`src/core/hp_params.svh`:
```
/*
 Constants of the host port pin front end: widths, depths and fixed levels.
 Assumes inclusion by bare name from the package and the design modules.
*/
`ifndef HP_PARAMS_SVH
`define HP_PARAMS_SVH

`define HP_DATA_W      16
`define HP_BYTE_W      8
`define HP_ADDR_W      4
`define HP_SYS_W       32
`define HP_FIFO_DEPTH  4
`define HP_FIFO_W      20
`define HP_SYNC_W      6
`define HP_SYNC_STAGES 2
`define HP_SYN_SEL_A   0
`define HP_SYN_SEL_B   1
`define HP_SYN_DIR     2
`define HP_SYN_RD      3
`define HP_SYN_WR      4
`define HP_SYN_DS      5
`define HP_ZERO16      16'h0000
`define HP_ZERO8       8'h00
`define HP_ZERO4       4'h0
`define HP_ZERO32      32'h0000_0000
`define HP_OE_ALL      16'hffff
`define HP_OE_BYTE     16'h00ff

`endif

```
`src/core/hp_pkg.sv`:
```
/*
 Types shared by the host port front end: access state and write word layout.
 Assumes hp_params.svh is reachable on the include path.
*/
`default_nettype none
`include "hp_params.svh"

package hp_pkg;

   typedef enum logic [2:0] {
      ST_IDLE,
      ST_RD_FETCH,
      ST_RD_DRIVE,
      ST_WR_PUSH,
      ST_WAIT_END
   } acc_state_t;

   typedef struct packed {
      logic [`HP_ADDR_W-1:0] addr;
      logic [`HP_DATA_W-1:0] data;
   } wr_word_t;

endpackage

`default_nettype wire

```
`src/core/hp_fifo_if.sv`:
```
/*
 Interface joining the front end to its write FIFO: fill side and drain side.
 Assumes one clock; valid and ready follow the usual handshake on each side.
*/
`timescale 1ns/10ps
`default_nettype none
`include "hp_params.svh"

interface hp_fifo_if;
   logic                  in_valid;
   logic                  in_ready;
   logic [`HP_FIFO_W-1:0] in_data;
   logic                  out_valid;
   logic                  out_ready;
   logic [`HP_FIFO_W-1:0] out_data;

   modport src  (output in_valid, output in_data, input in_ready,
                 input out_valid, input out_data, output out_ready);
   modport fifo (input in_valid, input in_data, output in_ready,
                 output out_valid, output out_data, input out_ready);
endinterface

`default_nettype wire

```
`src/core/hp_sync.sv`:
```
/*
 Two-flop synchronisers, one per bit, for asynchronous host pin levels.
 Assumes inputs change without regard to i_mclk; only the last stage is read.
*/
`timescale 1ns/10ps
`default_nettype none
`include "hp_params.svh"

module hp_sync #(
   parameter int W = `HP_SYNC_W
) (
   input  wire logic         i_mclk,
   input  wire logic         i_rst,
   input  wire logic [W-1:0] i_async,
   output var  logic [W-1:0] o_sync
);
   genvar g;
   generate
      for (g = 0; g < W; g = g + 1) begin : g_bit
         logic meta_q;
         logic stab_q;
         always_ff @(posedge i_mclk or posedge i_rst) begin
            if (i_rst) begin
               meta_q <= 1'b0;
               stab_q <= 1'b0;
            end else begin
               meta_q <= i_async[g];
               stab_q <= meta_q;
            end
         end
         assign o_sync[g] = stab_q;
      end
   endgenerate
endmodule

`default_nettype wire

```
`src/core/hp_fifo.sv`:
```
/*
 Small write FIFO with a registered output word and honest full and empty.
 Assumes one clock; the drain side may stall freely by holding ready low.
*/
`timescale 1ns/10ps
`default_nettype none
`include "hp_params.svh"

module hp_fifo #(
   parameter int WIDTH = `HP_FIFO_W,
   parameter int DEPTH = `HP_FIFO_DEPTH
) (
   input  wire logic i_mclk,
   input  wire logic i_rst,
   hp_fifo_if.fifo   port
);
   localparam int PW = $clog2(DEPTH);

   logic [WIDTH-1:0] mem_q [DEPTH];
   logic [PW-1:0]    wptr_q, wptr_d, rptr_q, rptr_d;
   logic [PW:0]      cnt_q, cnt_d;
   logic             ov_q, ov_d;
   logic [WIDTH-1:0] od_q, od_d;
   logic             push, load;

   always_comb begin
      push      = port.in_valid && (cnt_q != (PW+1)'(DEPTH));
      load      = (cnt_q != '0) && (!ov_q || port.out_ready);
      wptr_d    = push ? PW'(wptr_q + 1'b1) : wptr_q;
      rptr_d    = load ? PW'(rptr_q + 1'b1) : rptr_q;
      cnt_d     = cnt_q + (PW+1)'(push) - (PW+1)'(load);
      ov_d      = load ? 1'b1 : (port.out_ready ? 1'b0 : ov_q);
      od_d      = load ? mem_q[rptr_q] : od_q;
   end

   always_ff @(posedge i_mclk or posedge i_rst) begin
      if (i_rst) begin
         wptr_q <= '0;
         rptr_q <= '0;
         cnt_q  <= '0;
         ov_q   <= 1'b0;
         od_q   <= '0;
      end else begin
         wptr_q <= wptr_d;
         rptr_q <= rptr_d;
         cnt_q  <= cnt_d;
         ov_q   <= ov_d;
         od_q   <= od_d;
      end
   end

   always_ff @(posedge i_mclk) begin
      if (push) begin
         mem_q[wptr_q] <= port.in_data;
      end
   end

   assign port.in_ready  = (cnt_q != (PW+1)'(DEPTH));
   assign port.out_valid = ov_q;
   assign port.out_data  = od_q;
endmodule

`default_nettype wire

```
`src/core/host_port_pin_interface.sv`:
```
/*
 Pin front end of the 16-bit parallel host port and of the shared system data pins.
 Assumes configuration inputs are steady and synchronous; host pins are asynchronous;
 the internal register set answers a read pulse with data in the same cycle as the pulse.
*/
// Functional notes
// - With the port on, sixteen shared pins are a tri-state host data bus driven only on reads.
// - The four host address lines select the internal register of each access.
// - The port is selected when either chip select is active.
// - Single-strobe mode qualifies accesses by one strobe, the direction input picks the way.
// - Dual-strobe mode reads on the read strobe and writes on the write strobe.
// - The active level of every data strobe follows a programmed polarity.
// - Single-request mode shows all service needs on one combined request pin.
// - Each request pin is either driven or open drain, pulling only to its asserted level.
// - Double-request mode gives a transmit request pin saying the host may write.
// - Every request pin is asserted at a programmed active level.
// - Port off, the low 32 data pins are the upper word of the 64-bit bus; on, a 32-bit bus.
// - On the shared system pins the master drives writes and the slave drives reads.
// - With the port on, the width select picks an 8-bit or 16-bit host data width.
// - Double-request mode gives a receive request pin saying host data is ready to read.
`timescale 1ns/10ps
`default_nettype none
`include "hp_params.svh"

module host_port_pin_interface (
   input  wire logic                  i_mclk,
   input  wire logic                  i_rst,
   input  wire logic                  i_port_en,
   input  wire logic                  i_dual_strobe,
   input  wire logic                  i_strobe_pol,
   input  wire logic                  i_dual_req,
   input  wire logic                  i_req_pol,
   input  wire logic                  i_req_open_drain,
   input  wire logic                  i_host_width_sel,
   input  wire logic                  i_host_select_a,
   input  wire logic                  i_host_select_b,
   input  wire logic                  i_host_dir_in,
   input  wire logic                  i_host_read_strobe,
   input  wire logic                  i_host_write_strobe,
   input  wire logic                  i_host_single_strobe,
   input  wire logic [`HP_ADDR_W-1:0] i_host_reg_addr,
   input  wire logic [`HP_DATA_W-1:0] i_host_data_bus,
   output var  logic [`HP_DATA_W-1:0] o_host_data_bus,
   output var  logic [`HP_DATA_W-1:0] o_host_data_bus_oe,
   output var  logic                  o_host_service_req,
   output var  logic                  o_host_service_req_oe,
   output var  logic                  o_host_tx_req,
   output var  logic                  o_host_tx_req_oe,
   output var  logic                  o_host_rx_req,
   output var  logic                  o_host_rx_req_oe,
   input  wire logic                  i_rx_avail,
   input  wire logic                  i_tx_space,
   output var  logic                  o_reg_rd,
   output var  logic [`HP_ADDR_W-1:0] o_reg_rd_addr,
   input  wire logic [`HP_DATA_W-1:0] i_reg_rdata,
   output var  logic                  o_wr_valid,
   output var  logic [`HP_ADDR_W-1:0] o_wr_addr,
   output var  logic [`HP_DATA_W-1:0] o_wr_data,
   input  wire logic                  i_wr_ready,
   output var  logic                  o_host_8bit,
   input  wire logic                  i_sys_drive,
   input  wire logic [`HP_SYS_W-1:0]  i_sys_data,
   output var  logic [`HP_SYS_W-1:0]  o_sys_pins,
   output var  logic                  o_sys_pins_oe,
   output var  logic                  o_sys_bus64
);
   import hp_pkg::*;

   logic [`HP_SYNC_W-1:0] pin_raw;
   logic [`HP_SYNC_W-1:0] pin_s;
   logic                  sel, rd_act, wr_act, ds_act;
   logic                  tx_want, any_want;
   wr_word_t              wword;

   hp_fifo_if wfifo ();

   // Strobe and select synchroniser
   assign pin_raw[`HP_SYN_SEL_A] = i_host_select_a;
   assign pin_raw[`HP_SYN_SEL_B] = i_host_select_b;
   assign pin_raw[`HP_SYN_DIR]   = i_host_dir_in;
   assign pin_raw[`HP_SYN_RD]    = i_host_read_strobe;
   assign pin_raw[`HP_SYN_WR]    = i_host_write_strobe;
   assign pin_raw[`HP_SYN_DS]    = i_host_single_strobe;

   hp_sync #(
      .W (`HP_SYNC_W)
   ) u_sync (
      .i_mclk  (i_mclk),
      .i_rst   (i_rst),
      .i_async (pin_raw),
      .o_sync  (pin_s)
   );

   hp_fifo #(
      .WIDTH (`HP_FIFO_W),
      .DEPTH (`HP_FIFO_DEPTH)
   ) u_fifo (
      .i_mclk (i_mclk),
      .i_rst  (i_rst),
      .port   (wfifo)
   );

   // Access decode
   always_comb begin
      sel    = i_port_en && (pin_s[`HP_SYN_SEL_A] || pin_s[`HP_SYN_SEL_B]);
      ds_act = (pin_s[`HP_SYN_DS] == i_strobe_pol);
      if (i_dual_strobe) begin
         rd_act = (pin_s[`HP_SYN_RD] == i_strobe_pol);
         wr_act = (pin_s[`HP_SYN_WR] == i_strobe_pol);
      end else begin
         rd_act = ds_act && pin_s[`HP_SYN_DIR];
         wr_act = ds_act && !pin_s[`HP_SYN_DIR];
      end
   end

   // Host access state
   acc_state_t            st_q, st_d;
   logic [`HP_ADDR_W-1:0] addr_q, addr_d;
   logic [`HP_DATA_W-1:0] hdo_q, hdo_d;
   logic [`HP_DATA_W-1:0] hoe_q, hoe_d;
   logic                  rd_q, rd_d;
   logic                  push_q, push_d;
   logic [`HP_DATA_W-1:0] wdat_q, wdat_d;
   logic                  w8_q, w8_d;

   always_comb begin
      st_d   = st_q;
      addr_d = addr_q;
      hdo_d  = hdo_q;
      hoe_d  = hoe_q;
      rd_d   = 1'b0;
      push_d = push_q;
      wdat_d = wdat_q;
      w8_d   = i_port_en ? i_host_width_sel : w8_q;
      unique case (st_q)
         ST_IDLE: begin
            hoe_d = `HP_ZERO16;
            if (sel && rd_act) begin
               addr_d = i_host_reg_addr;
               rd_d   = 1'b1;
               st_d   = ST_RD_FETCH;
            end else if (sel && wr_act) begin
               addr_d = i_host_reg_addr;
               wdat_d = w8_q ? {`HP_ZERO8, i_host_data_bus[`HP_BYTE_W-1:0]}
                             : i_host_data_bus;
               push_d = 1'b1;
               st_d   = ST_WR_PUSH;
            end
         end
         ST_RD_FETCH: begin
            hdo_d = w8_q ? {`HP_ZERO8, i_reg_rdata[`HP_BYTE_W-1:0]} : i_reg_rdata;
            hoe_d = w8_q ? `HP_OE_BYTE : `HP_OE_ALL;
            st_d  = ST_RD_DRIVE;
            if (!(sel && rd_act)) begin
               hoe_d = `HP_ZERO16;
               st_d  = ST_IDLE;
            end
         end
         ST_RD_DRIVE: begin
            if (!(sel && rd_act)) begin
               hoe_d = `HP_ZERO16;
               st_d  = ST_IDLE;
            end
         end
         ST_WR_PUSH: begin
            if (wfifo.in_ready) begin
               push_d = 1'b0;
               st_d   = ST_WAIT_END;
            end
         end
         ST_WAIT_END: begin
            if (!(sel && (rd_act || wr_act))) begin
               st_d = ST_IDLE;
            end
         end
      endcase
      if (!i_port_en && st_q != ST_WR_PUSH) begin
         hoe_d = `HP_ZERO16;
         st_d  = ST_IDLE;
      end
   end

   always_ff @(posedge i_mclk or posedge i_rst) begin
      if (i_rst) begin
         st_q   <= ST_IDLE;
         addr_q <= `HP_ZERO4;
         hdo_q  <= `HP_ZERO16;
         hoe_q  <= `HP_ZERO16;
         rd_q   <= 1'b0;
         push_q <= 1'b0;
         wdat_q <= `HP_ZERO16;
         w8_q   <= 1'b0;
      end else begin
         st_q   <= st_d;
         addr_q <= addr_d;
         hdo_q  <= hdo_d;
         hoe_q  <= hoe_d;
         rd_q   <= rd_d;
         push_q <= push_d;
         wdat_q <= wdat_d;
         w8_q   <= w8_d;
      end
   end

   // Write path into the FIFO
   always_comb begin
      wword.addr       = addr_q;
      wword.data       = wdat_q;
      wfifo.in_valid   = push_q;
      wfifo.in_data    = wword;
      wfifo.out_ready  = i_wr_ready;
   end

   // Request pins
   logic srv_q, srv_d, srv_oe_q, srv_oe_d;
   logic tx_q, tx_d, tx_oe_q, tx_oe_d;
   logic rx_q, rx_d, rx_oe_q, rx_oe_d;

   always_comb begin
      tx_want  = i_tx_space && wfifo.in_ready;
      any_want = i_rx_avail || tx_want;
      srv_d    = i_req_open_drain ? i_req_pol : (any_want ? i_req_pol : !i_req_pol);
      srv_oe_d = i_port_en && !i_dual_req && (!i_req_open_drain || any_want);
      tx_d     = i_req_open_drain ? i_req_pol : (tx_want ? i_req_pol : !i_req_pol);
      tx_oe_d  = i_port_en && i_dual_req && (!i_req_open_drain || tx_want);
      rx_d     = i_req_open_drain ? i_req_pol : (i_rx_avail ? i_req_pol : !i_req_pol);
      rx_oe_d  = i_port_en && i_dual_req && (!i_req_open_drain || i_rx_avail);
   end

   always_ff @(posedge i_mclk or posedge i_rst) begin
      if (i_rst) begin
         srv_q    <= 1'b0;
         srv_oe_q <= 1'b0;
         tx_q     <= 1'b0;
         tx_oe_q  <= 1'b0;
         rx_q     <= 1'b0;
         rx_oe_q  <= 1'b0;
      end else begin
         srv_q    <= srv_d;
         srv_oe_q <= srv_oe_d;
         tx_q     <= tx_d;
         tx_oe_q  <= tx_oe_d;
         rx_q     <= rx_d;
         rx_oe_q  <= rx_oe_d;
      end
   end

   // Shared system data pins
   logic [`HP_SYS_W-1:0] sys_q, sys_d;
   logic                 sys_oe_q, sys_oe_d;
   logic                 b64_q, b64_d;

   always_comb begin
      sys_d    = i_sys_drive ? i_sys_data : `HP_ZERO32;
      sys_oe_d = i_sys_drive;
      b64_d    = !i_port_en;
   end

   always_ff @(posedge i_mclk or posedge i_rst) begin
      if (i_rst) begin
         sys_q    <= `HP_ZERO32;
         sys_oe_q <= 1'b0;
         b64_q    <= 1'b1;
      end else begin
         sys_q    <= sys_d;
         sys_oe_q <= sys_oe_d;
         b64_q    <= b64_d;
      end
   end

   assign o_host_data_bus       = hdo_q;
   assign o_host_data_bus_oe    = hoe_q;
   assign o_host_service_req    = srv_q;
   assign o_host_service_req_oe = srv_oe_q;
   assign o_host_tx_req         = tx_q;
   assign o_host_tx_req_oe      = tx_oe_q;
   assign o_host_rx_req         = rx_q;
   assign o_host_rx_req_oe      = rx_oe_q;
   assign o_reg_rd              = rd_q;
   assign o_reg_rd_addr         = addr_q;
   assign o_wr_valid            = wfifo.out_valid;
   assign o_wr_addr             = wfifo.out_data[`HP_FIFO_W-1:`HP_DATA_W];
   assign o_wr_data             = wfifo.out_data[`HP_DATA_W-1:0];
   assign o_host_8bit           = w8_q;
   assign o_sys_pins            = sys_q;
   assign o_sys_pins_oe         = sys_oe_q;
   assign o_sys_bus64           = b64_q;
endmodule

`default_nettype wire

```
`config.mk`:
```
export PLATFORM = sky130hd
export DESIGN_NAME = host_port_pin_interface
export DESIGN_NICKNAME = d
export VERILOG_FILES = /design/src/core/hp_pkg.sv /design/src/core/hp_fifo_if.sv /design/src/core/hp_sync.sv /design/src/core/hp_fifo.sv /design/src/core/host_port_pin_interface.sv
export VERILOG_INCLUDE_DIRS = /design/src /design/src/core
export SDC_FILE = /design/constraint.sdc
export NUM_CORES = 1
export LEC_CHECK = 0
export ABC_AREA = 1
export BUFFER_PORTS_ARGS = -buffer_cell sky130_fd_sc_hd__buf_2
export CORE_ASPECT_RATIO = 0.5
export CORE_UTILIZATION = 48
export CTS_CLUSTER_DIAMETER = 150
export DETAILED_ROUTE_END_ITERATION = 12
export HOLD_SLACK_MARGIN = 0.15
export PLACE_DENSITY = 0.85
export SLEW_MARGIN = 20
export SYNTH_ARGS = -nofsm -noshare
export SYNTH_HDL_FRONTEND = slang
export SYNTH_SLANG_ARGS = --single-unit
```
`constraint.sdc`:
```
create_clock -name i_mclk -period 3.75 [get_ports i_mclk]
set_clock_uncertainty 0.2 [all_clocks]
set_input_delay 0.1875 -clock i_mclk [delete_from_list [all_inputs] [get_ports i_mclk]]
set_output_delay 0.1875 -clock i_mclk [all_outputs]
set_load 0.005 [all_outputs]
```
==> impl_results.md <==
- CORE AREA: 15700 µm²
- Final wirelength: 21300 µm
- Asr flop ratio synth: 0.608
- Final Hold Fails: 0
- Total gr overflow: 0
- Avg Inst Size Synth: 11.0 µm²
- P_leak: 5.20 nW
- Setup TNS: 0 ns
- Cells after synthesis: 716
- Cell with the most instances after synthesis: nand2_1
- Fin. max-slew vios: 0
- Vias in the first global route: 6788
- Status: complete, no violations
- Most used flip-flop cell after synthesis: dfrtp_1
- Crit path capture type: flop
- I/O pins: 186
- Fillers: 1062
- Met3 wire len: 1440 µm
- Multi-input gate area: 1850 µm²
- Yosys warns: 0
- First-pass GRT wire length: 33300 µm
- Seq/Total Area, Yosys: 0.699
- Final min period: 2.49 ns
- Synth area leader: dfrtp_1
- Port bufs: 185
- Drt initial violations: 487
- # rows: 32
- Nets: 1110
- Worst hold path type: flop to flop
- Max Root-Sink Buffers: 3
- RSZ-0062 raised after global routing: no
- HPWL Detailed: 11000 µm
- Ant. Diodes: 0
- Initial antenna violation count: 0
- Number of enable flip-flop cells after synthesis: 80
- Largest net degree at the start of global routing: 125
- Global-route usage over all layers: 0.255
- Vias: 6388
- Worst hold path startpoint: u_sync.g_bit[0].meta_q$_DFF_PP0_
- Gates resized, CTS repair: 0
- P per Cell Area: 709 nW/µm²
- Layout area overhead: 36.7%
- Clock Latency Late Sink: 0.48 ns
- CTS clk-pin slew, worst paths: 0.07 ns
- Top routing layer in use: met4
- Metal1 wirelength: 7930 µm
- Critical path origin: u_fifo.cnt_q[1]$_DFF_PP0_
- Part of the cycle the worst path needs: 0.665
- Vias per cell: 5.11
- Critical path required time: 3.92 ns
- Clock root buffer: clkbuf_16
- Pre-CTS setup slack: 1.27 ns
- Width of the chip: 183 µm
- Drt first pass iters: 8
- Top cells by count, synth: nand2_1, dfrtp_1, nor2_1, edfxtp_1, inv_1
- Worst R2R Setup Slack: 1.26 ns
- Max Cap Viol: 0
- Inserted Clock Buffers: 19
- Average wire per cell in the routed design: 17.0 µm
- Worst vdd ir: 0.343 mV
- Slew @ Worst Pin: 0.689 ns
- Reg2reg start: u_fifo.cnt_q[1]$_DFF_PP0_
- Synth Register Bits: 204
- R2R depth: 9
- DRC violations left: 0
- RD Place Congestion: 0.813
- Clock sinks: 204
- Min-Delay Endpoint: u_sync.g_bit[0].stab_q$_DFF_PP0_
- Initial Utilization: 0.502
- Fraction of layout cells with a size suffix above 1: 0.244
- Antenna Nets Post-Route: 0
- Max Freq: 0.401 GHz
- PnR worst setup slack: 1.26 ns
- Hold Path Cell Cnt: 0
- R2R Path End: u_fifo.cnt_q[2]$_DFF_PP0_
- Chip height: 92.6 µm
- Mapped Nets: 810
- CTS tree: yes
- Top cells by area, synth: dfrtp_1, edfxtp_1, nand2_1
- Yosys cell types: 33
- H-tree depth: 1
- Register area: 5510 µm²
- WS Path Type: flop to flop
- Top cell type's share of synthesized area: 0.391
- Mapped cell area: 7870 µm²
- Metal2 WL: 10900 µm
- Setup violations, final: 0
- Critical-path maximum fanout: 43
- Max_slew headroom: 0.540
- Die area: 16900 µm²
- Crit path arrival time: 2.67 ns
- Worst setup SP type: flop
[final cells by class]
class                      count  area share
clock inverter                 7     0.00395
timing repair buffer         322       0.213
clock buffer                  27      0.0488
tap                          221      0.0257
sequential                   204       0.512
inverter                      71      0.0250
multi-input combinational    398       0.172
[power by group]
part	switching, mW	internal, mW
Sequential	0.438	3.17
Clock	0.831	0.986
Combinational	1.39	0.812
[worst max-delay path, stage by stage, from the launching register on]
cell	delay, ns
dfrtp_1	0.39
inv_1	0.10
a31oi_4	0.16
buf_4	0.40
ha_1	0.31
inv_1	0.06
ha_1	0.14
inv_1	0.06
fa_1	0.40
xor2_1	0.17
[layout by cell type (no fill, tap or decap), types with 5 or more instances in the layout]
cell	instances
inv_2	9
dfrtp_1	123
edfxtp_1	80
ha_1	6
o21ai_0	43
nand2_1	153
o21ai_2	8
nand3_1	22
buf_2	185
buf_4	7
clkbuf_1	6
clkbuf_16	19
nor2_1	118
clkinv_2	5
inv_1	60
dlygate4sd3_1	129
nand2_2	5
a31oi_1	21
[layer usage]
layer | global-route usage | vias up
met5 | 0 | -
li1 | - | 2891
met2 | 0.460 | 302
met1 | 0.291 | 3101
met3 | 0.0531 | 94
met4 | 0.127 | 0
[sequential cells by signal (all words and copies together), names as in the netlist, 2 cells and up]
register              count
o_sys_pins               32
o_host_data_bus          16
u_fifo.rptr_q             2
u_fifo.mem_q             80
u_fifo.port.out_data     20
u_fifo.cnt_q              3
u_sync.g_bit.meta_q       6
st_q                      3
o_host_data_bus_oe        2
wdat_q                   16
u_sync.g_bit.stab_q       6
u_fifo.wptr_q             2
o_reg_rd_addr             4
[through the flow]
stage	instances	instance area [µm²]	util	hold slack [ns]	power, mW
after floorplan	716	7870	-	0.0189	4.86
after global placement	1087	8900	0.567	0.0970	5.49
after detailed placement	1087	8900	0.567	0.0969	5.65
after CTS	1250	10800	0.686	0.152	7.59
after global routing	1250	10800	0.686	0.156	8.05
final	1250	10800	0.686	0.153	7.63
[how the worst max path moves through the flow]
stage | cells past startpoint | slack [ns] | endpoint
2_1_floorplan | 1 | 0.06 | o_host_8bit$_DFFE_PP0P_
3_3_place_gp | 10 | 1.33 | u_fifo.cnt_q[2]$_DFF_PP0_
3_5_place_dp | 9 | 1.27 | u_fifo.cnt_q[2]$_DFF_PP0_
4_1_cts | 9 | 1.24 | u_fifo.cnt_q[2]$_DFF_PP0_
5_1_grt | 13 | 1.08 | wdat_q[1]$_DFFE_PP0P_
6_report | 9 | 1.26 | u_fifo.cnt_q[2]$_DFF_PP0_
[repair_timing]
item	CTS	global route
endpoints found under the hold margin	213	0
hold buffers	129	0
setup buffers	0	0
setup endpoints to repair	0	0
[cells by family after synthesis]
kind of cell             Yosys count  share of synthesized area
XOR/XNOR                           3                    0.00334
AO/OA/AOI/OAI                     82                     0.0617
adder cells (fa/ha/maj)            7                     0.0121
buffers and inverters            114                     0.0664
AND/OR/NAND/NOR                  306                      0.157
flip-flops                       204                      0.699
Note: power is estimated with default switching activity, not from simulation.
